--- src/hdl/pbr_regs.svh ---
`ifndef PBR_REGS_SVH
`define PBR_REGS_SVH
// ===========================================================================
// Overview of operation
// - A read of the direction register always returns all ones.
// - A direction bit of 0 makes its pin an input, 1 an output from data.
// - A data read returns the synchronised, filtered pin level for each input pin.
// - A data read returns the latched data bit for each output pin.
// - On an input pin the pull-up is on exactly when its data bit is 1.
// - Set and clear read the whole byte, change one bit, write eight back.
// - The write-back overwrites every bit but the modified one with the value that was read.
// - Set, clear, invert and test take the bit number from immediate or reg.
// - Carry logic, load, store and inverted forms accept only an immediate.
// - Operands decode as direct, indirect or absolute, low nibble zero.
// ===========================================================================
`define PBR_OFS_DIR 5'h00
`define PBR_OFS_DATA 5'h04
`define PBR_OFS_OP 5'h08
`define PBR_OFS_STAT 5'h0c
`define PBR_OFS_GREG 5'h10
`define PBR_RST_DIR 8'h00
`define PBR_RST_DATA 8'h00
`define PBR_DIR_READ 8'hff
`define PBR_STAT_BUSY 0
`define PBR_STAT_ILL 1
`define PBR_STAT_CARRY 2
`define PBR_STAT_ZERO 3
`endif

--- src/hdl/pbr_pkg.sv ---
package pbr_pkg;
  typedef enum logic [1:0] {
    PBR_T_REG, PBR_T_DIR, PBR_T_DATA, PBR_T_NONE
  } pbr_target_e;
  typedef enum logic [3:0] {
    PBR_OP_SET, PBR_OP_CLR, PBR_OP_NOT, PBR_OP_TST, PBR_OP_AND,
    PBR_OP_OR, PBR_OP_XOR, PBR_OP_LD, PBR_OP_ST, PBR_OP_IAND,
    PBR_OP_IOR, PBR_OP_IXOR, PBR_OP_ILD, PBR_OP_IST, PBR_OP_BAD
  } pbr_op_e;
endpackage : pbr_pkg

--- src/hdl/port_bit_rmw_access.sv ---
// Local design decisions: the register offsets and the Wishbone slave port.
`include "pbr_regs.svh"
module port_bit_rmw_access (
  // Clock and reset.
  input wire logic clk,
  input wire logic reset_n,
  // Wishbone slave.
  input wire logic wb_cyc_i,
  input wire logic wb_stb_i,
  input wire logic wb_we_i,
  input wire logic [4:0] wb_adr_i,
  input wire logic [3:0] wb_sel_i,
  input wire logic [31:0] wb_dat_i,
  output logic [31:0] wb_dat_o,
  output logic wb_ack_o,
  // Port pins.
  input wire logic [7:0] pinIn,
  output logic [7:0] pinOut,
  output logic [7:0] pinOe,
  output logic [7:0] pullUpOn
);
  import pbr_pkg::*;

  // ========================================================================
  // Instruction decode
  // ========================================================================
  // Op word: [31:24] opcode class, [23:16] second byte, [15:8] abs/reg
  // byte, [7:0] second word low byte.
  function automatic pbr_op_e opOf(input logic [3:0] code);
    return (code <= 4'hd) ? pbr_op_e'(code) : PBR_OP_BAD;
  endfunction : opOf

  function automatic logic regBitAllowed(input pbr_op_e op);
    return (op == PBR_OP_SET) || (op == PBR_OP_CLR) ||
           (op == PBR_OP_NOT) || (op == PBR_OP_TST);
  endfunction : regBitAllowed

  function automatic logic isWriteBack(input pbr_op_e op);
    return (op == PBR_OP_SET) || (op == PBR_OP_CLR) ||
           (op == PBR_OP_NOT) || (op == PBR_OP_ST) || (op == PBR_OP_IST);
  endfunction : isWriteBack

  // ========================================================================
  // Pin synchroniser
  // ========================================================================
  logic [7:0] pinSync;
  pbr_sync #(.WIDTH(8)) u_sync (
    .clk(clk),
    .reset_n(reset_n),
    .rawIn(pinIn),
    .cleanOut(pinSync)
  );

  // ========================================================================
  // State
  // ========================================================================
  typedef enum logic [1:0] {
    PBR_S_IDLE, PBR_S_READ, PBR_S_MODIFY, PBR_S_WRITE
  } pbr_state_e;

  pbr_state_e state_q, state_d;
  logic [7:0] dir_q, dir_d;
  logic [7:0] data_q, data_d;
  logic [7:0] greg_q, greg_d;
  logic [7:0] byte_q, byte_d;
  logic [2:0] bitNo_q, bitNo_d;
  pbr_op_e op_q, op_d;
  pbr_target_e tgt_q, tgt_d;
  logic carry_q, carry_d;
  logic zero_q, zero_d;
  logic ill_q, ill_d;
  logic ack_q, ack_d;
  logic [31:0] rdat_q, rdat_d;
  logic [7:0] pinOut_q, pinOe_q, pull_q;
  logic [7:0] portRead;
  logic [7:0] opWord;
  logic [7:0] modByte;
  logic selBit;
  logic req;

  assign req = wb_cyc_i && wb_stb_i && !ack_q;
  assign portRead = (pinSync & ~dir_q) | (data_q & dir_q);

  // Decode of a command write: class, bit source, operand mode.
  pbr_op_e dOp;
  logic dRegBit;
  logic [1:0] dMode;
  logic [2:0] dBit;
  logic dIll;
  pbr_target_e dTgt;
  always_comb begin
    dOp = opOf(wb_dat_i[27:24]);
    dRegBit = wb_dat_i[28];
    dMode = wb_dat_i[30:29];
    dBit = dRegBit ? greg_q[2:0] : wb_dat_i[22:20];
    dIll = (dOp == PBR_OP_BAD) || (dRegBit && !regBitAllowed(dOp));
    dTgt = PBR_T_NONE;
    unique case (dMode)
      2'd0: dTgt = PBR_T_REG;
      2'd1, 2'd2: begin
        // Indirect and absolute forms: second word low nibble must be zero.
        if (wb_dat_i[3:0] != 4'h0) begin
          dIll = 1'b1;
        end
        if (wb_dat_i[15:8] == 8'h00) begin
          dTgt = PBR_T_DIR;
        end else if (wb_dat_i[15:8] == 8'h01) begin
          dTgt = PBR_T_DATA;
        end else begin
          dTgt = PBR_T_NONE;
        end
      end
      default: dIll = 1'b1;
    endcase
  end

  // ========================================================================
  // Modify step
  // ========================================================================
  always_comb begin
    selBit = byte_q[bitNo_q];
    modByte = byte_q;
    unique case (op_q)
      PBR_OP_SET: modByte[bitNo_q] = 1'b1;
      PBR_OP_CLR: modByte[bitNo_q] = 1'b0;
      PBR_OP_NOT: modByte[bitNo_q] = ~selBit;
      PBR_OP_ST: modByte[bitNo_q] = carry_q;
      PBR_OP_IST: modByte[bitNo_q] = ~carry_q;
      default: modByte = byte_q;
    endcase
  end

  always_comb begin
    state_d = state_q;
    dir_d = dir_q;
    data_d = data_q;
    greg_d = greg_q;
    byte_d = byte_q;
    bitNo_d = bitNo_q;
    op_d = op_q;
    tgt_d = tgt_q;
    carry_d = carry_q;
    zero_d = zero_q;
    ill_d = ill_q;
    ack_d = 1'b0;
    rdat_d = rdat_q;
    opWord = 8'h00;
    // A command is accepted only while idle; otherwise bus waits.
    if (req && (state_q == PBR_S_IDLE || wb_adr_i[4:0] != `PBR_OFS_OP)) begin
      ack_d = 1'b1;
      rdat_d = 32'h0000_0000;
      unique case (wb_adr_i[4:0])
        `PBR_OFS_DIR: begin
          rdat_d[7:0] = `PBR_DIR_READ;
          if (wb_we_i && wb_sel_i[0]) begin
            dir_d = wb_dat_i[7:0];
          end
        end
        `PBR_OFS_DATA: begin
          rdat_d[7:0] = portRead;
          if (wb_we_i && wb_sel_i[0]) begin
            data_d = wb_dat_i[7:0];
          end
        end
        `PBR_OFS_OP: begin
          if (wb_we_i && (&wb_sel_i)) begin
            op_d = dOp;
            bitNo_d = dBit;
            tgt_d = dTgt;
            ill_d = dIll;
            state_d = dIll ? PBR_S_IDLE : PBR_S_READ;
          end
        end
        `PBR_OFS_STAT: begin
          rdat_d[`PBR_STAT_BUSY] = (state_q != PBR_S_IDLE);
          rdat_d[`PBR_STAT_ILL] = ill_q;
          rdat_d[`PBR_STAT_CARRY] = carry_q;
          rdat_d[`PBR_STAT_ZERO] = zero_q;
          if (wb_we_i && wb_sel_i[0]) begin
            carry_d = wb_dat_i[`PBR_STAT_CARRY];
          end
        end
        `PBR_OFS_GREG: begin
          rdat_d[7:0] = greg_q;
          if (wb_we_i && wb_sel_i[0]) begin
            greg_d = wb_dat_i[7:0];
          end
        end
        default: rdat_d = 32'h0000_0000;
      endcase
    end
    unique case (state_q)
      PBR_S_IDLE: ;
      PBR_S_READ: begin
        // Whole byte is read as software would see it.
        unique case (tgt_q)
          PBR_T_REG: opWord = greg_q;
          PBR_T_DIR: opWord = `PBR_DIR_READ;
          PBR_T_DATA: opWord = portRead;
          default: opWord = 8'h00;
        endcase
        byte_d = opWord;
        state_d = PBR_S_MODIFY;
      end
      PBR_S_MODIFY: begin
        unique case (op_q)
          PBR_OP_TST: zero_d = ~selBit;
          PBR_OP_AND: carry_d = carry_q & selBit;
          PBR_OP_OR: carry_d = carry_q | selBit;
          PBR_OP_XOR: carry_d = carry_q ^ selBit;
          PBR_OP_LD: carry_d = selBit;
          PBR_OP_IAND: carry_d = carry_q & ~selBit;
          PBR_OP_IOR: carry_d = carry_q | ~selBit;
          PBR_OP_IXOR: carry_d = carry_q ^ ~selBit;
          PBR_OP_ILD: carry_d = ~selBit;
          default: ;
        endcase
        byte_d = modByte;
        state_d = isWriteBack(op_q) ? PBR_S_WRITE : PBR_S_IDLE;
      end
      PBR_S_WRITE: begin
        // All eight bits go back, so bits read as ones stay ones, except the modified bit.
        unique case (tgt_q)
          PBR_T_REG: greg_d = byte_q;
          PBR_T_DIR: dir_d = byte_q;
          PBR_T_DATA: data_d = byte_q;
          default: ;
        endcase
        state_d = PBR_S_IDLE;
      end
    endcase
  end

  always_ff @(posedge clk or negedge reset_n) begin
    if (!reset_n) begin
      state_q <= PBR_S_IDLE;
      dir_q <= `PBR_RST_DIR;
      data_q <= `PBR_RST_DATA;
      greg_q <= 8'h00;
      byte_q <= 8'h00;
      bitNo_q <= 3'h0;
      op_q <= PBR_OP_SET;
      tgt_q <= PBR_T_NONE;
      carry_q <= 1'b0;
      zero_q <= 1'b0;
      ill_q <= 1'b0;
      ack_q <= 1'b0;
      rdat_q <= 32'h0000_0000;
      pinOut_q <= 8'h00;
      pinOe_q <= 8'h00;
      pull_q <= 8'h00;
    end else begin
      state_q <= state_d;
      dir_q <= dir_d;
      data_q <= data_d;
      greg_q <= greg_d;
      byte_q <= byte_d;
      bitNo_q <= bitNo_d;
      op_q <= op_d;
      tgt_q <= tgt_d;
      carry_q <= carry_d;
      zero_q <= zero_d;
      ill_q <= ill_d;
      ack_q <= ack_d;
      rdat_q <= rdat_d;
      pinOut_q <= dir_q & data_q;
      pinOe_q <= dir_q;
      pull_q <= ~dir_q & data_q;
    end
  end

  assign wb_ack_o = ack_q;
  assign wb_dat_o = rdat_q;
  assign pinOut = pinOut_q;
  assign pinOe = pinOe_q;
  assign pullUpOn = pull_q;

  // ========================================================================
  // Checks
  // ========================================================================
  property p_dir_read;
    @(posedge clk) disable iff (!reset_n)
    (req && !wb_we_i && wb_adr_i == `PBR_OFS_DIR) |=>
      (wb_ack_o && wb_dat_o == 32'h0000_00ff);
  endproperty
  a_dir_read: assert property (p_dir_read)
    else $error("direction read not all ones");
  property p_oe;
    @(posedge clk) disable iff (!reset_n)
    1'b1 |=> (pinOe == $past(dir_q));
  endproperty
  a_oe: assert property (p_oe)
    else $error("output enable does not follow direction");
  property p_data_read;
    @(posedge clk) disable iff (!reset_n)
    (req && !wb_we_i && wb_adr_i == `PBR_OFS_DATA) |=>
      (wb_dat_o[7:0] == (($past(pinSync) & ~$past(dir_q)) |
                         ($past(data_q) & $past(dir_q))));
  endproperty
  a_data_read: assert property (p_data_read)
    else $error("data read mixes pins and latch wrongly");
  property p_pull;
    @(posedge clk) disable iff (!reset_n)
    1'b1 |=> (pullUpOn == ($past(data_q) & ~$past(dir_q)));
  endproperty
  a_pull: assert property (p_pull)
    else $error("pull-up does not follow input data bits");
  property p_seq;
    @(posedge clk) disable iff (!reset_n)
    (state_q == PBR_S_READ) |=> (state_q == PBR_S_MODIFY);
  endproperty
  a_seq: assert property (p_seq)
    else $error("read step not followed by modify");
  property p_dir_wb;
    @(posedge clk) disable iff (!reset_n)
    (state_q == PBR_S_READ && tgt_q == PBR_T_DIR && op_q == PBR_OP_CLR)
      |=> ##1 ##1 (dir_q == ~(8'h01 << $past(bitNo_q, 3)));
  endproperty
  a_dir_wb: assert property (p_dir_wb)
    else $error("direction write-back not all ones but cleared bit");
  property p_regbit;
    @(posedge clk) disable iff (!reset_n)
    (req && wb_we_i && wb_adr_i == `PBR_OFS_OP && &wb_sel_i &&
     state_q == PBR_S_IDLE && wb_dat_i[28] && !regBitAllowed(dOp))
      |=> (ill_q && state_q == PBR_S_IDLE);
  endproperty
  a_regbit: assert property (p_regbit)
    else $error("register bit number accepted for immediate-only op");
  property p_nibble;
    @(posedge clk) disable iff (!reset_n)
    (req && wb_we_i && wb_adr_i == `PBR_OFS_OP && &wb_sel_i &&
     state_q == PBR_S_IDLE && wb_dat_i[30:29] != 2'd0 &&
     wb_dat_i[3:0] != 4'h0) |=> ill_q;
  endproperty
  a_nibble: assert property (p_nibble)
    else $error("nonzero low nibble accepted");
endmodule : port_bit_rmw_access

--- src/hdl/pbr_sync.sv ---
module pbr_sync #(
  parameter int WIDTH = 8
) (
  // Clock and reset.
  input wire logic clk,
  input wire logic reset_n,
  // Raw and filtered levels.
  input wire logic [WIDTH-1:0] rawIn,
  output logic [WIDTH-1:0] cleanOut
);
  logic [WIDTH-1:0] s1_q, s2_q, s3_q, clean_q;
  logic [WIDTH-1:0] clean_d;
  genvar i;
  // The first stage is read only by the second.
  generate
    for (i = 0; i < WIDTH; i++) begin : g_bit
      always_comb begin
        clean_d[i] = (s2_q[i] == s3_q[i]) ? s2_q[i] : clean_q[i];
      end
    end
  endgenerate
  always_ff @(posedge clk or negedge reset_n) begin
    if (!reset_n) begin
      s1_q <= '0;
      s2_q <= '0;
      s3_q <= '0;
      clean_q <= '0;
    end else begin
      s1_q <= rawIn;
      s2_q <= s1_q;
      s3_q <= s2_q;
      clean_q <= clean_d;
    end
  end
  assign cleanOut = clean_q;
endmodule : pbr_sync

--- config.mk ---
export PLATFORM = sky130hd
export DESIGN_NAME = port_bit_rmw_access
export DESIGN_NICKNAME = d
export VERILOG_FILES = /design/src/hdl/pbr_pkg.sv /design/src/hdl/port_bit_rmw_access.sv /design/src/hdl/pbr_sync.sv
export VERILOG_INCLUDE_DIRS = /design/src /design/src/hdl
export SDC_FILE = /design/constraint.sdc
export NUM_CORES = 1
export LEC_CHECK = 0
export ABC_AREA = 0
export BUFFER_PORTS_ARGS = -buffer_cell sky130_fd_sc_hd__buf_2
export CAP_MARGIN = 20
export CORE_MARGIN = 2
export CORE_UTILIZATION = 35
export DETAILED_ROUTE_END_ITERATION = 16
export REMOVE_ABC_BUFFERS = 1
export SLEW_MARGIN = 20
export SYNTH_ARGS = -nofsm -noshare
export SYNTH_HDL_FRONTEND = slang
export SYNTH_HIERARCHICAL = 1
export SYNTH_SLANG_ARGS = --single-unit
--- constraint.sdc ---
create_clock -name clk -period 2.7 [get_ports clk]
set_clock_uncertainty 0.2 [all_clocks]
set_input_delay 0.27 -clock clk [delete_from_list [all_inputs] [get_ports clk]]
set_output_delay 0.27 -clock clk [all_outputs]
set_load 0.02 [all_outputs]
==> results of run 1 <==
## worst max-delay path: cells and delay by family (launching register included)
family / cells / cell delay (ns)
muxes: 2 / 0.70
and+or+nand+nor: 2 / 0.59
AOI/OAI and AO/OA: 1 / 0.13
DFF: 1 / 0.68
## report_power, final
part | internal, mW | leakage (nW) | switching (mW) | total (mW)
Sequential | 1.76 | 1.27 | 0.0712 | 1.83
Combinational | 0.164 | 1.29 | 0.240 | 0.403
Clock | 0.769 | 0.156 | 0.603 | 1.37
Total | 2.69 | 2.72 | 0.914 | 3.61
## per-layer routing
| metal | wire length [um] | vias up |
|---|---|---|
| met5 | 0 | - |
| met4 | 204 | 0 |
| met3 | 684 | 15 |
| met2 | 5250 | 102 |
| met1 | 5720 | 1770 |
| li1 | - | 1823 |
## cells in the mapped netlist (4+ instances only)
master                     instances  area share [%]
sky130_fd_sc_hd__a21oi_1          16             1.5
sky130_fd_sc_hd__and2_1            9             1.1
sky130_fd_sc_hd__buf_2             4            0.38
sky130_fd_sc_hd__buf_4            26             3.7
sky130_fd_sc_hd__clkbuf_1          9            0.64
sky130_fd_sc_hd__clkbuf_8          4             1.0
sky130_fd_sc_hd__dfrtp_1         109              52
sky130_fd_sc_hd__ha_1              6             1.4
sky130_fd_sc_hd__inv_1            13            0.93
sky130_fd_sc_hd__maj3_2            8             1.7
sky130_fd_sc_hd__mux2_2            6             1.3
sky130_fd_sc_hd__mux2i_1          36             6.9
sky130_fd_sc_hd__nand2_1          49             3.5
sky130_fd_sc_hd__nand3_1          12             1.1
sky130_fd_sc_hd__nor2_1           14             1.0
sky130_fd_sc_hd__nor2b_1          20             2.4
sky130_fd_sc_hd__nor3_1            4            0.38
sky130_fd_sc_hd__nor4_1            4            0.48
sky130_fd_sc_hd__o211ai_1          7             1.0
sky130_fd_sc_hd__o211ai_2          5             1.2
sky130_fd_sc_hd__o21a_1            9             1.3
sky130_fd_sc_hd__o21ai_0          38             3.6
sky130_fd_sc_hd__o21ai_1          10            0.95
sky130_fd_sc_hd__o221ai_1          8             1.3
## state kept, by name (all words and copies together) (netlist names), 2 cells and up
name             cells
byte_q               8
data_q               8
dir_q                8
greg_q               8
pinOe                8
pinOut               8
pullUpOn             8
u_sync/cleanOut      8
u_sync/s1_q          8
u_sync/s2_q          8
u_sync/s3_q          8
wb_dat_o             8
op_q                 4
bitNo_q              3
state_q              2
tgt_q                2
## logic make-up (layout without fill, tap and decap cells)
group | after synthesis | in the layout | synth area share [%]
AND/OR/NAND/NOR | 136 | 136 | 13.7
flip-flops | 111 | 111 | 52.9
XOR/XNOR | 1 | 1 | 0.167
adder cells (fa/ha/maj) | 14 | 14 | 3.15
AO/OA/AOI/OAI | 113 | 113 | 14.1
buffers and inverters | 59 | 134 | 7.36
other | 1 | 24 | 0.0714
multiplexers | 43 | 43 | 8.58
## what timing repair did
action	in CTS	in global routing
hold buffers	14	0
setup buffers	0	0
endpoints found under the hold margin	122	0
## per-stage QoR
stage / util [%] / std cells / cell area (um2) / power, mW / hold slack [ns]
finish: 42.3 / 760 / 6170 / 3.61 / 0.0303
CTS: 42.3 / 760 / 6170 / 3.66 / 0.0240
global route: 42.3 / 760 / 6170 / 3.79 / 0.0518
global placement: 39.3 / 730 / 5730 / 2.24 / -0.0989
floorplan: - / 455 / 5000 / 2.07 / -0.226
detailed placement: 39.3 / 730 / 5730 / 2.25 / -0.101
## worst paths after layout
check	start	endpoint	cells past startpoint
worst max-delay path	bitNo_q[0]	byte_q[1]	5
worst min-delay path	wb_dat_i[22]	bitNo_q[2]	3
worst max register to register	bitNo_q[0]	byte_q[1]	5
worst min register to register	u_sync/s1_q[3]	u_sync/s2_q[3]	0
max in group asynchronous	reset_n	pullUpOn[7]	3
min in group asynchronous	reset_n	pullUpOn[1]	2
## final cells by class
cell class | count | area (um2) | area share (%)
Tap cell | 184 | 230 | 3.73
Clock inverter | 5 | 53.8 | 0.871
Timing Repair Buffer | 105 | 638 | 10.3
Clock buffer | 11 | 253 | 4.09
Multi-Input combinational cell | 331 | 2170 | 35.2
Sequential cell | 111 | 2780 | 45.0
Inverter | 13 | 48.8 | 0.790
==> metrics.md, run 1 <==
| Metric | Value |
|---|---|
| Core area | 14600 um2 |
| FFs w/ async S/R, synth | 100% |
| Number of gates resized after CTS | 0 |
| Path category of the worst min-delay check | in -> reg |
| Antenna violations before repair | 0 |
| Number of global-route vias before repair | 3663 |
| First-pass GRT wire length | 19.2 mm |
| Critical Path End Type | flop |
| Root Driver | sky130_fd_sc_hd__clkbuf_16 |
| First-pass iteration count of the detailed router | 4 |
| Leak Pwr | 2.72 nW |
| Post-route minimum period | 2.45 ns |
| Number of library cell types mapped by synthesis | 60 |
| Violation count after the first detailed-routing iteration | 240 |
| Met2 layer usage reported by global route | 22.5% |
| Total gr overflow | 0 |
| Least setup slack across all paths after layout | 0.251 ns |
| Worst slack at placement | 0.251 ns |
| Count of H-tree levels built during CTS | 3 |
| Sequential-to-total area share from yosys stat | 52.9% |
| HPWL after detailed placement | 8.55 mm |
| Ratio of routed vias to standard cells | 4.88 |
| Die width | 126 um |
| NumNets Final | 631 |
| Io pins | 111 |
| Number of buffers inserted during clock tree synthesis | 9 |
| Setup Viol. Count Final | 0 |
| Number of sinks on the clock net | 111 |
| Startpoint kind of the worst setup timing path | flop |
| Slew @ Worst Pin | 0.575 ns |
| Largest buffer count on any clock path | 2 |
| Sum of negative setup slack | 0 ns |
| Result of the run | completed |
| Clock latency on the worst-skew pair | 0.35 ns |
| Busiest grt layer | met2 |
| Highest ir drop seen on vdd | 0.262 mV |
| Cells along the critical path | mux2i_1, mux4_2, nor3_1, or3_1, o211ai_2 |
| Max Clock Freq | 0.408 GHz |
| Worst relative slew slack | 61.7% |
| Gp weighted congestion | 0.849 |
| Count of standard-cell rows | 44 |
| R2r setup slk | 0.25 ns |
| Clock input transition at the sequential cells of the worst setup and hold paths | 0.07 ns |
| Max-slew violation total from the final report | 0 |
| Power per Cell Area | 584 nW/um2 |
| Grt met3 use | 3.54% |
| M1 GR Usage | 22.4% |
| TritonCTS clock tree | yes |
| Data required time at the worst endpoint | 2.72 ns |
| Synth Register Bits | 111 |
| Post-Route WL | 11.9 mm |
| EDFF count, synth | 0 |
| Most instantiated flip-flop cell in the synthesis netlist | sky130_fd_sc_hd__dfrtp_1 |
| Setup repair after global routing missed its margin | no |
| Number of warnings reported in the yosys synthesis log | 6 |
| Effective utilization at floorplan | 36.0% |
| Setup CP Type | reg -> reg |
| CP max-delay cell | sky130_fd_sc_hd__dfrtp_1 |
| Total inserted antenna cells | 0 |
| Final period util | 90.7% |
| Number of filler cells placed in the layout | 1384 |
| Post-Synthesis Mean Instance Area | 11.0 um2 |
| Wire length per cell after detailed routing | 15.6 um |
| Slowest Stage Delay on Critical Path | 0.68 ns |
| Port Buffers | 80 |
| Critical path fanouts, max | 15 |
| Die height | 126 um |
| Count of unresolved DRC violations after routing | 0 |
| Count of maximum capacitance violations | 0 |
| Most common library cell in the layout ignoring fill and taps | sky130_fd_sc_hd__dfrtp_1 |
| Post-route antenna net violation count | 0 |
| Floorplan die area | 16000 um2 |
| Most used cells in the layout excluding fill and tap cells | sky130_fd_sc_hd__dfrtp_1 (109), sky130_fd_sc_hd__buf_2 (79), sky130_fd_sc_hd__nand2_1 (49) |
| All-Layer GR Usage | 15.3% |
| Pin count of the biggest net entering global routing | 59 |
| Via count | 3710 |
| Fraction of layout cells with a size suffix above 1 | 24.5% |
| Gate count after technology mapping | 478 |
| Final hold violations | 0 |
| Layout area overhead | 17.6% |
| Cell area after technology mapping | 5250 um2 |
| Arrival time worst endpoint | 2.47 ns |
Note: power is estimated with default switching activity, not from simulation.
==> run 2, diff against run 1 <==
--- a/config.mk
+++ b/config.mk
@@ -11,3 +11,3 @@
 export CAP_MARGIN = 20
-export CORE_MARGIN = 2
+export CORE_MARGIN = 3
 export CORE_UTILIZATION = 35
@@ -15,2 +15,3 @@
 export REMOVE_ABC_BUFFERS = 1
+export SKIP_CTS_REPAIR_TIMING = 1
 export SLEW_MARGIN = 20
==> constraint.sdc (replaced) <==
create_clock -name clk -period 2.7 [get_ports clk]
set_clock_uncertainty 0.2 [all_clocks]
set_input_delay 0.54 -clock clk [delete_from_list [all_inputs] [get_ports clk]]
set_output_delay 0.54 -clock clk [all_outputs]
set_load 0.02 [all_outputs]
==> run 2 against run 1 <==
  * Sequential share of layout area increased by 0.69 points
  * First-iteration DRC count fell by 39%
  * Global-route usage fell by 0.17 points
  * Setup slack worse by 0.031 ns
  * Via count fell by 0.30%
  * Hold slack improved by 0.052 ns
  * Total power increased by 1.6%
==> metrics.md, run 2 (synthesized netlist as in run 1, its figures left out) <==
| Metric | Value |
|---|---|
| Result of the run | completed |
| Number of filler cells placed in the layout | 1400 |
| Path category of the worst min-delay check | in -> reg |
| Io pins | 111 |
| Number of instances in the placed design | 731 |
| First-pass GRT wire length | 19.7 mm |
| Sequential power share | 49.9% |
| NumNets Final | 619 |
| TritonCTS clock tree | yes |
| Fin util | 41.7% |
| Final hold violations | 0 |
| Worst-case reg-to-reg path depth | 5 |
| Port Buffers | 80 |
| Count of H-tree levels built during CTS | 3 |
| Pin count of the biggest net entering global routing | 55 |
| Count of maximum capacitance violations | 0 |
| Die width | 128 um |
| Ratio of routed vias to standard cells | 4.95 |
| Number of global-route vias before repair | 3715 |
| Largest buffer count on any clock path | 2 |
| Root Driver | sky130_fd_sc_hd__clkbuf_16 |
| Hold Path Cell Cnt | 1 |
| Count of standard-cell rows | 44 |
| Most used cells in the layout excluding fill and tap cells | sky130_fd_sc_hd__dfrtp_1 (109), sky130_fd_sc_hd__buf_2 (79), sky130_fd_sc_hd__nand2_1 (49) |
| Count of unresolved DRC violations after routing | 0 |
| Antenna violations before repair | 0 |
| Effective utilization at floorplan | 36.0% |
| Combinational cell fraction of total power | 10.7% |
| Startpoint kind of the worst setup timing path | flop |
| Internal portion of total power | 2.73 mW |
| Post-Route WL | 12.1 mm |
| Total gr overflow | 0 |
| Max Clock Freq | 0.403 GHz |
| All-Layer GR Usage | 15.2% |
| Layout area overhead | 15.8% |
| Number of sinks on the clock net | 111 |
| Gp weighted congestion | 0.811 |
| Setup CP Type | reg -> reg |
| First-pass iteration count of the detailed router | 4 |
| Critical Path End Type | flop |
| Max-slew violation total from the final report | 0 |
| Critical path fanouts, max | 15 |
| Setup Viol. Count Final | 0 |
| Worst relative slew slack | 57.1% |
| Post-route minimum period | 2.48 ns |
| Arrival time worst endpoint | 2.50 ns |
| HPWL after detailed placement | 8.83 mm |
| Share of power burned in the clock network | 39.4% |
| Sum of negative setup slack | 0 ns |
| Finished Layout Cells | 747 |
| Fraction of layout cells with a size suffix above 1 | 25.0% |
| Post-route antenna net violation count | 0 |
| Wire length per cell after detailed routing | 16.2 um |
| Violation count after the first detailed-routing iteration | 147 |
| Total inserted antenna cells | 0 |
| Clock input transition at the sequential cells of the worst setup and hold paths | 0.08 ns |
| Number of buffers inserted during clock tree synthesis | 9 |
| Leak Pwr | 2.67 nW |
| Final period util | 91.8% |
| Power per Cell Area | 603 nW/um2 |
| Die height | 128 um |
| Data required time at the worst endpoint | 2.72 ns |
| Core area | 14600 um2 |
| Switching component of the power | 0.938 mW |
| Setup repair after global routing missed its margin | no |
| Floorplan die area | 16500 um2 |
| Clock latency on the worst-skew pair | 0.36 ns |
| Most common library cell in the layout ignoring fill and taps | sky130_fd_sc_hd__dfrtp_1 |
| Highest ir drop seen on vdd | 0.336 mV |
| Via count | 3699 |
| Slew @ Worst Pin | 0.637 ns |
| Switching part of the total power | 25.6% |
==> run 2: cell types whose count changed in the layout (fill, tap and decap cells not counted) <==
| cell | previous run | this run |
|---|---|---|
| sky130_fd_sc_hd__buf_12 | 1 | 2 |
| sky130_fd_sc_hd__bufinv_16 | 1 | 2 |
| sky130_fd_sc_hd__clkbuf_8 | 2 | 0 |
| sky130_fd_sc_hd__clkinv_2 | 3 | 1 |
| sky130_fd_sc_hd__clkinvlp_4 | 0 | 1 |
| sky130_fd_sc_hd__dlygate4sd3_1 | 14 | 1 |
| sky130_fd_sc_hd__inv_8 | 0 | 1 |
| sky130_fd_sc_hd__nor3b_2 | 1 | 0 |
| sky130_fd_sc_hd__nor3b_4 | 0 | 1 |
==> run 2: stage by stage <==
stage	cell area (um2)	setup slack [ns]	hold WS [ns]	power, mW
6_report	6080	0.220	0.0819	3.66
5_1_grt	6080	0.0528	0.0754	3.83
4_1_cts	6070	0.149	-0.0632	3.72
3_5_place_dp	5750	0.0679	0.137	2.26
2_1_floorplan	5000	0.417	0.0444	2.07
3_3_place_gp	5750	0.172	0.132	2.24
==> run 2: critical path: stages, from the launching register on <==
cell                       delay [ns]
sky130_fd_sc_hd__dfrtp_1         0.69
sky130_fd_sc_hd__mux2i_1         0.15
sky130_fd_sc_hd__mux4_2          0.56
sky130_fd_sc_hd__nor3_1          0.18
sky130_fd_sc_hd__or3_1           0.43
sky130_fd_sc_hd__o211ai_2        0.13
==> run 2: path summary, 6_finish.rpt <==
check / startpoint / to / slack [ns]
worst max-delay path: bitNo_q[0] / byte_q[1] / 0.22
worst min-delay path: pinIn[7] / u_sync/s1_q[7] / 0.08
worst max register to register: bitNo_q[0] / byte_q[1] / 0.22
worst min register to register: u_sync/s1_q[5] / u_sync/s2_q[5] / 0.15
max in group asynchronous: reset_n / data_q[1] / 1.12
min in group asynchronous: reset_n / op_q[1] / 0.47
==> run 2: cell type report <==
type	instances	area, um2	area share, %
clock inverter	6	92.6	1.52
clock buffer	9	225	3.70
tap	184	230	3.79
inverter	13	48.8	0.802
multi-input combinational	331	2180	35.8
sequential	111	2780	45.7
timing repair buffer	93	528	8.68
==> run 2: layer usage <==
metal	GRT usage, %	wire [um]
met1	21.5	5760
met2	23.5	5510
met3	3.78	712
met4	3.77	147
met5	0	0
==> run 2: power by group through the flow <==
stage               Sequential, mW  Clock, mW  Combinational (mW)
finish                        1.83       1.44               0.391
global route                  1.84       1.56               0.433
CTS                           1.83       1.49               0.396
detailed placement            1.86          0               0.394
global placement              1.86          0               0.386
floorplan                     1.89          0               0.177
